<file path="config.mk">
export PLATFORM = sky130hd
export DESIGN_NAME = port_power_control
export DESIGN_NICKNAME = d
export VERILOG_FILES = /design/src/core/port_power_pkg.sv /design/src/core/port_power_control.sv
export SDC_FILE = /design/constraint.sdc
export NUM_CORES = 1
export LEC_CHECK = 0
export ABC_AREA = 1
export BUFFER_PORTS_ARGS = -buffer_cell sky130_fd_sc_hd__buf_2
export CAP_MARGIN = 10
export CORE_MARGIN = 5
export CORE_UTILIZATION = 48
export CTS_CLUSTER_DIAMETER = 30
export CTS_CLUSTER_SIZE = 28
export DETAILED_ROUTE_END_ITERATION = 6
export HOLD_SLACK_MARGIN = 0.12
export PLACE_DENSITY = 0.81
export SLEW_MARGIN = 20
export SYNTH_ARGS = -nofsm -noshare
export SYNTH_HDL_FRONTEND = slang
export SYNTH_SLANG_ARGS = --single-unit
</file>
<file path="constraint.sdc">
create_clock -name sys_clk -period 1.9 [get_ports sys_clk]
set_input_delay 0.38 -clock sys_clk [delete_from_list [all_inputs] [get_ports sys_clk]]
set_output_delay 0.38 -clock sys_clk [all_outputs]
set_load 0.02 [all_outputs]
</file>
<file path="src/core/port_power_pkg.sv">
// Constants and carrier types for the hub port power and boot-strap control.
// Assumes a single 20 MHz clock domain and no register bus; all controls are ports.
package port_power_pkg;

  // Number of downstream ports
  localparam int unsigned NUM_PORTS = 4;

  // Reset values
  localparam logic POLARITY_HIGH_RESET = 1'h0;
  localparam logic [1:0] SYNC_RESET = 2'h0;
  localparam logic [3:0] SYNC_PORTS_RESET = 4'hF;

  // Code source picked by the strap
  typedef enum logic [1:0] {
    BOOT_PENDING = 2'b00,
    BOOT_ROM = 2'b01,
    BOOT_FLASH = 2'b10
  } boot_state_t;

  // Synchronised status, over-current bits polarity-corrected
  typedef struct packed {
    logic [3:0] overcurrent;
    logic upstream_vbus_present;
    logic self_powered;
  } power_status_t;

  // SPI master pin group, drive value and output enable per output pin, enable only for MISO
  typedef struct packed {
    logic sck_out;
    logic sck_oe;
    logic cs_out;
    logic cs_oe;
    logic mosi_out;
    logic mosi_oe;
    logic miso_oe;
  } spi_pins_t;

endpackage : port_power_pkg

</file>
<file path="src/core/port_power_control.sv">
// Port power switch control, over-current sensing and boot-strap capture.
// Assumes inputs synchronous to sys_clk after two flops; SPI engine sits outside.
`timescale 1ns/1ps
`default_nettype none
module port_power_control
  import port_power_pkg::*;
(
  input wire logic sys_clk,
  input wire logic rst,
  input wire logic polarity_active_high,
  input wire logic power_switch_mode,
  input wire logic [3:0] port_power_request,
  input wire logic [3:0] port_overcurrent_flag,
  input wire logic upstream_vbus_detect,
  input wire logic self_power_detect,
  output logic [3:0] port_power_enable_out,
  output logic [3:0] port_power_enable_oe,
  output logic [3:0] overcurrent_pullup_en,
  output logic [3:0] overcurrent_led,
  output var power_status_t status,
  input wire logic flash_chip_select_strap_in,
  input wire logic spi_sck,
  input wire logic spi_cs_n,
  input wire logic spi_mosi,
  input wire logic flash_miso_in,
  output logic spi_miso,
  output var spi_pins_t spi_pins,
  output logic boot_from_flash,
  output logic boot_valid
);

  //////////////////////////////////////////////////////////////////////////////
  // Input synchronisers; first stage feeds only the second
  logic [3:0] oc_meta;
  logic [3:0] oc_sync;
  logic [1:0] det_meta;
  logic [1:0] det_sync;
  logic polarity;

  always_ff @(posedge sys_clk or posedge rst) begin
    if (rst) begin
      oc_meta <= SYNC_PORTS_RESET;
      oc_sync <= SYNC_PORTS_RESET;
      det_meta <= SYNC_RESET;
      det_sync <= SYNC_RESET;
    end else begin
      oc_meta <= port_overcurrent_flag;
      oc_sync <= oc_meta;
      det_meta <= {upstream_vbus_detect, self_power_detect};
      det_sync <= det_meta;
    end
  end

  // Polarity register; firmware changes it, reset forces active low
  always_ff @(posedge sys_clk or posedge rst) begin
    if (rst) begin
      polarity <= POLARITY_HIGH_RESET;
    end else begin
      polarity <= polarity_active_high;
    end
  end

  //////////////////////////////////////////////////////////////////////////////
  // Status: polarity applied to the over-current bits only, after synchronising
  power_status_t next_status;

  always_comb begin
    next_status.overcurrent = polarity ? oc_sync : ~oc_sync;
    next_status.upstream_vbus_present = det_sync[1];
    next_status.self_powered = det_sync[0];
  end

  always_ff @(posedge sys_clk or posedge rst) begin
    if (rst) begin
      status <= '0;
      overcurrent_led <= 4'h0;
    end else begin
      status <= next_status;
      overcurrent_led <= next_status.overcurrent;
    end
  end

  //////////////////////////////////////////////////////////////////////////////
  // Power enables; open-drain only pulls low, push-pull drives both levels
  always_ff @(posedge sys_clk or posedge rst) begin
    if (rst) begin
      port_power_enable_out <= 4'h0;
      port_power_enable_oe <= 4'h0;
    end else if (polarity) begin
      port_power_enable_out <= port_power_request;
      port_power_enable_oe <= 4'hF;
    end else begin
      port_power_enable_out <= 4'h0;
      port_power_enable_oe <= port_power_request;
    end
  end

  // Pull-ups only meaningful with power switches attached
  always_ff @(posedge sys_clk or posedge rst) begin
    if (rst) begin
      overcurrent_pullup_en <= 4'h0;
    end else begin
      overcurrent_pullup_en <= power_switch_mode ? 4'hF : 4'h0;
    end
  end

  //////////////////////////////////////////////////////////////////////////////
  // Strap capture: sampled on the first clock after reset release
  boot_state_t boot_state;

  always_ff @(posedge sys_clk or posedge rst) begin
    if (rst) begin
      boot_state <= BOOT_PENDING;
    end else begin
      case (boot_state)
        BOOT_PENDING: begin
          boot_state <= flash_chip_select_strap_in ? BOOT_FLASH : BOOT_ROM;
        end
        BOOT_ROM: boot_state <= BOOT_ROM;
        BOOT_FLASH: boot_state <= BOOT_FLASH;
        default: boot_state <= BOOT_PENDING;
      endcase
    end
  end

  assign boot_valid = (boot_state != BOOT_PENDING);
  assign boot_from_flash = (boot_state == BOOT_FLASH);

  //////////////////////////////////////////////////////////////////////////////
  // SPI master pins; released while the strap is being read
  always_ff @(posedge sys_clk or posedge rst) begin
    if (rst) begin
      spi_pins <= '0;
      spi_miso <= 1'h0;
    end else begin
      spi_pins.sck_out <= spi_sck;
      spi_pins.cs_out <= spi_cs_n;
      spi_pins.mosi_out <= spi_mosi;
      spi_pins.sck_oe <= boot_valid;
      spi_pins.cs_oe <= boot_valid;
      spi_pins.mosi_oe <= boot_valid;
      spi_pins.miso_oe <= 1'h0;
      spi_miso <= flash_miso_in;
    end
  end
endmodule : port_power_control
`default_nettype wire

</file>
==> metrics.csv, run 1 <==
metric,value,unit
yosys warns,0,
chip width,58.52,um
Fin. Hold Viols,0,
DR vias,675,
Root Driver,clkbuf_4,
# IOs,51,
Worst Skew,11.07,ps
"Slew Viols, Final",0,
Total Wirelength,1.642,mm
outcome,"complete, no violations",
first-pass GRT wire length,2.725,mm
CP endpoint kind,primary output,
initial antenna violation count,0,
post-CTS setup buffers,0,
hold crit path type,in -> reg,
CP Launch Type,register,
gpl congestion,0.7338,
period utilization,76.82,%
share of cells above drive strength 1,50.36,%
gr ovfl total,0,
RSZ-0062 raised after global routing,false,
ranking of synthesized cells by area,"dfrtp_1, dfstp_2, buf_4",
crit path max fanout,4,
Clock transition at path regs,100,ps
Synth Area per Inst,13.29,um2
port buffer count,49,
area grow syn2layout,26.91,%
Synth top area share,59.80,%
Iteration-0 DRC Markers,14,
Yosys cell types,10,
Final Net Count,155,
Fill cells,197,
WL/cell,9.952,um
Final ANT Viol Nets,0,
final-report setup violation count,0,
setup TNS,0,ps
"commonest non-fill, non-tap cells in the layout","buf_2, dfrtp_1, nand2_1",
register area,885.9,um2
row cnt,17,
kind of critical path,reg -> out,
first drt pass iteration count,2,
CORE AREA,2233,um2
net count after synthesis,104,
drt via density,4.091,
CTS Buffer Depth,2,
Ant. Diodes,0,
CTS Hold Bufs,5,
Starting Density,50.59,%
sequential area share after synthesis,78.41,%
total track usage,11.29,%
HPWL after DPL,1.219,mm
vias in the first global route,703,
"Arr. time, crit path",1080,ps
power after layout,1.302,mW
Max-Cap Viols,0,
Max Freq,0.6851,GHz
Die H,58.52,um
"commonest non-fill, non-tap cell in the layout",buf_2,
H-tree depth,2,
die area,3424,um2
Power Dens Cells,908.2,nW/um2
Skew-Pair Late Insertion Delay,330,ps
# DRC,0,
CTS tree,yes,
largest net degree at the start of global routing,34,
maximum VDD drop,0.6641,mV
post-cts resize count,0,
CTS buffer count,5,
Pleak,0.7868,nW
"area leader, netlist",dfrtp_1,
Required @ worst endpoint,1520,ps
multi-input logic area,108.9,um2
Synth Register Bits,35,
post-synthesis cell count,85,
synthesized area,1130,um2
min cycle time layout,1460,ps
clock sink total,35,
[cells by family (layout without fill, tap and decap cells)]
logic type	after synthesis	after routing	synth area share, %
compound gates	1	1	0.4425
flops	35	35	78.41
other cells	1	1	0.3319
buf+inv	24	76	11.96
simple gates	24	24	8.860
[through the flow]
| step | cell area [um2] | hold slack (ps) | util, % | cells | setup slack [ps] |
|---|---|---|---|---|---|
| 2_1_floorplan | 1130 | 331.2 | - | 85 | 757.4 |
| 3_3_place_gp | 1331 | 234.4 | 59.61 | 152 | 833.5 |
| 3_5_place_dp | 1331 | 239.6 | 59.61 | 152 | 808.3 |
| 4_1_cts | 1434 | 127.4 | 64.20 | 165 | 410.6 |
| 5_1_grt | 1434 | 123.7 | 64.20 | 165 | 347.8 |
| 6_report | 1434 | 141.3 | 64.20 | 165 | 440.3 |
[routing by layer]
metal | wire, um | vias up | global-route usage, %
met3 | 231 | 6 | 5.044
met1 | 583 | 295 | 10.93
met4 | 40 | 0 | 8.940
met5 | 0 | - | 0
li1 | - | 335 | -
met2 | 787 | 39 | 18.50
[power by group]
group | switching [mW] | total, mW | internal [mW] | leakage (nW)
registers | 0.0134 | 0.801 | 0.788 | 0.396
logic | 0.0842 | 0.135 | 0.0509 | 0.356
clock network | 0.229 | 0.366 | 0.137 | 0.0347
total | 0.326 | 1.30 | 0.976 | 0.787
[final cells by class]
cell class / count / share of cell area (%)
timing repair buffer: 55 / 21.12
sequential: 35 / 61.78
tap: 28 / 2.443
inverter: 13 / 3.403
clock inverter: 3 / 1.047
multi-input combinational: 26 / 7.592
clock buffer: 5 / 2.618
[sequential cells by signal, indices dropped and copies added (netlist names)]
name	flops
boot_state	2
det_meta	2
det_sync	2
oc_meta	4
oc_sync	4
overcurrent_pullup_en	1
polarity	1
port_power_enable_oe	4
port_power_enable_out	4
spi_miso	1
spi_pins	4
status	6
[critical path, stage by stage (launching register included)]
cell and delay, ps:
dfrtp_1 370, inv_1 100, nand2_1 80, inv_1 50
buf_2 150
[worst paths after layout]
path,cells past startpoint,to,slack (ps),startpoint
setup / recovery,4,boot_from_flash,440,boot_state[0]$_DFF_PP0_
hold / removal,1,det_meta[1]$_DFF_PP0_,140,upstream_vbus_detect
setup reg to reg,1,port_power_enable_oe[1]$_DFF_PP0_,950,polarity$_DFF_PP0_
hold reg to reg,0,status[1]$_DFF_PP0_,350,det_sync[1]$_DFF_PP0_
max in group asynchronous,4,oc_meta[1]$_DFF_PP1_,850,rst
min in group asynchronous,3,spi_pins[2]$_DFF_PP0_,440,rst
[cell usage after synthesis]
library cell,n
dfrtp_1,27
nand2_1,20
inv_1,13
buf_4,10
dfstp_2,8
or2_2,3
a21oi_1,1
buf_6,1
conb_1,1
or2_1,1
Power figures use the tool's default switching activity.
==> run 2, diff against run 1 <==
--- a/config.mk
+++ b/config.mk
@@ -9,12 +9,12 @@
 export BUFFER_PORTS_ARGS = -buffer_cell sky130_fd_sc_hd__buf_2
 export CAP_MARGIN = 10
 export CORE_MARGIN = 5
-export CORE_UTILIZATION = 48
+export CORE_UTILIZATION = 44
 export CTS_CLUSTER_DIAMETER = 30
 export CTS_CLUSTER_SIZE = 28
 export DETAILED_ROUTE_END_ITERATION = 6
 export HOLD_SLACK_MARGIN = 0.12
-export PLACE_DENSITY = 0.81
+export PLACE_DENSITY = 0.76
 export SLEW_MARGIN = 20
 export SYNTH_ARGS = -nofsm -noshare
 export SYNTH_HDL_FRONTEND = slang
==> constraint.sdc (replaced) <==
create_clock -name sys_clk -period 1.5 [get_ports sys_clk]
set_input_delay 0.3 -clock sys_clk [delete_from_list [all_inputs] [get_ports sys_clk]]
set_output_delay 0.3 -clock sys_clk [all_outputs]
set_load 0.02 [all_outputs]
==> run 2 against run 1 <==
Die area grew 7.5%; sequential power grew 26%; largest power group unchanged; worst hold slack gained 31 ps; clock skew shrank 6.0 ps.
==> metrics.csv, run 2 (synthesis gave the netlist of run 1 again) <==
metric,value,unit,change
outcome,"complete, no violations",,
Max-Cap Viols,0,,unchanged
total track usage,10.95,%,-0.35 points
Hold Slack,172.0,ps,+30.65 ps
# IOs,51,,unchanged
cell with the most instances on the worst path,inv_1,,
Clock transition at path regs,90,ps,about the same
share of cells above drive strength 1,46.58,%,-3.8 points
CTS tree,yes,,
period utilization,91.81,%,
# DRC,0,,unchanged
HPWL after DPL,1.348,mm,+11%
initial antenna violation count,0,,unchanged
Total Wirelength,1.773,mm,+8.0%
Skew-Pair Late Insertion Delay,310,ps,-20 ps
Pleak,0.8298,nW,+5.5%
fin util,62.42,%,-1.8 points
gpl congestion,0.6809,,-7.2%
DR vias,714,,+5.8%
Power Dens Cells,1179,nW/um2,+30%
Ant. Diodes,0,,unchanged
final-report setup violation count,0,,unchanged
post-CTS setup buffers,0,,unchanged
"commonest non-fill, non-tap cells in the layout","buf_2, dfrtp_1, nand2_1",,
"Cell Chain, Critical Path",inv_1 -> nand2_1 -> inv_1 -> buf_2,,
Die H,60.68,um,+3.7%
final critical-path setup slack,122.8,ps,-317.5 ps
Fin. Hold Viols,0,,unchanged
"Max stage delay cell, worst path",dfrtp_1,,
first-pass GRT wire length,2.904,mm,+6.6%
gr ovfl total,0,,unchanged
clock sink total,35,,unchanged
setup TNS,0,ps,unchanged
"Arr. time, crit path",1080,ps,about the same
CTS buffer count,5,,unchanged
drt via density,4.057,,-0.83%
vias in the first global route,710,,+1.0%
Worst Skew,5.101,ps,-5.964 ps
chip width,60.68,um,+3.7%
H-tree depth,2,,unchanged
Required @ worst endpoint,1200,ps,-320 ps
Max Freq,0.7261,GHz,
post-cts resize count,0,,unchanged
die area,3681,um2,+7.5%
max FFs per register,6,,unchanged
area grow syn2layout,36.88,%,
"Slew Viols, Final",0,,unchanged
Place WS,466.2,ps,-342.0 ps
CTS Hold Bufs,13,,+8
CP Launch Type,register,,
row cnt,18,,+1
CTS Buffer Depth,2,,unchanged
Starting Density,45.61,%,-5.0 points
Final ANT Viol Nets,0,,unchanged
min cycle time layout,1377,ps,
largest net degree at the start of global routing,23,,-32%
CP endpoint kind,primary output,,
WL/cell,10.07,um,+1.2%
Biggest register,status,,
"slowest stage delay, CP",370,ps,about the same
Iteration-0 DRC Markers,5,,-9
first drt pass iteration count,3,,+1
Final Net Count,164,,+5.8%
maximum VDD drop,0.8887,mV,+34%
Root Driver,clkbuf_4,,
CORE AREA,2477,um2,+11%
"commonest non-fill, non-tap cell in the layout",buf_2,,
port buffer count,49,,unchanged
kind of critical path,reg -> out,,
crit path max fanout,4,,unchanged
RSZ-0062 raised after global routing,false,,
power after layout,1.823,mW,+40%
hold crit path type,in -> reg,,
-- run 2: metal layers --
| layer | wire [um] | vias up | GRT usage, % |
|---|---|---|---|
| met5 | 0 | - | 0 |
| met4 | 19 | 0 | 3.715 |
| met3 | 215 | 3 | 5.106 |
| met2 | 941 | 31 | 18.63 |
| met1 | 596 | 328 | 12.10 |
| li1 | - | 352 | - |
-- run 2: worst paths after layout --
kind / startpoint / end / slack [ps] / depth (start not counted)
worst max register to register: polarity$_DFF_PP0_ / port_power_enable_oe[3]$_DFF_PP0_ / 560 / 1
worst min-delay path: flash_chip_select_strap_in / boot_state[0]$_DFF_PP0_ / 170 / 2
worst min register to register: det_sync[1]$_DFF_PP0_ / status[1]$_DFF_PP0_ / 360 / 0
min in group asynchronous: rst / overcurrent_pullup_en[2]$_DFF_PP0_ / 530 / 4
worst max-delay path: boot_state[0]$_DFF_PP0_ / boot_from_flash / 120 / 4
max in group asynchronous: rst / oc_meta[1]$_DFF_PP1_ / 660 / 4
-- run 2: power by group --
group | internal, mW | total [mW] | switching [mW]
Combinational | 0.0799 | 0.191 | 0.111
Sequential | 0.998 | 1.01 | 0.0172
Clock | 0.353 | 0.617 | 0.264
Total | 1.43 | 1.82 | 0.392
-- run 2: area by class of cell --
type,instances,area [um2]
fillers,208,930.9
multi-input cells,26,108.9
repair buffers,64,390.4
flip-flops and latches,35,885.9
clock buffers,7,45.04
clock inverters,1,30.03
well taps,30,37.54
inverters,13,48.80
-- run 2: stage by stage --
| step | std cells | cell area (um2) |
|---|---|---|
| 6_report | 176 | 1546 |
| 5_1_grt | 176 | 1546 |
| 4_1_cts | 176 | 1546 |
| 3_5_place_dp | 155 | 1341 |
| 3_3_place_gp | 155 | 1341 |
| 2_1_floorplan | 85 | 1130 |
-- run 2: worst max-delay path, delay by kind of cell (launching register included) --
| family | cells | cell delay [ps] |
|---|---|---|
| buf+inv | 3 | 310 |
| simple gates | 1 | 80 |
| flops | 1 | 370 |
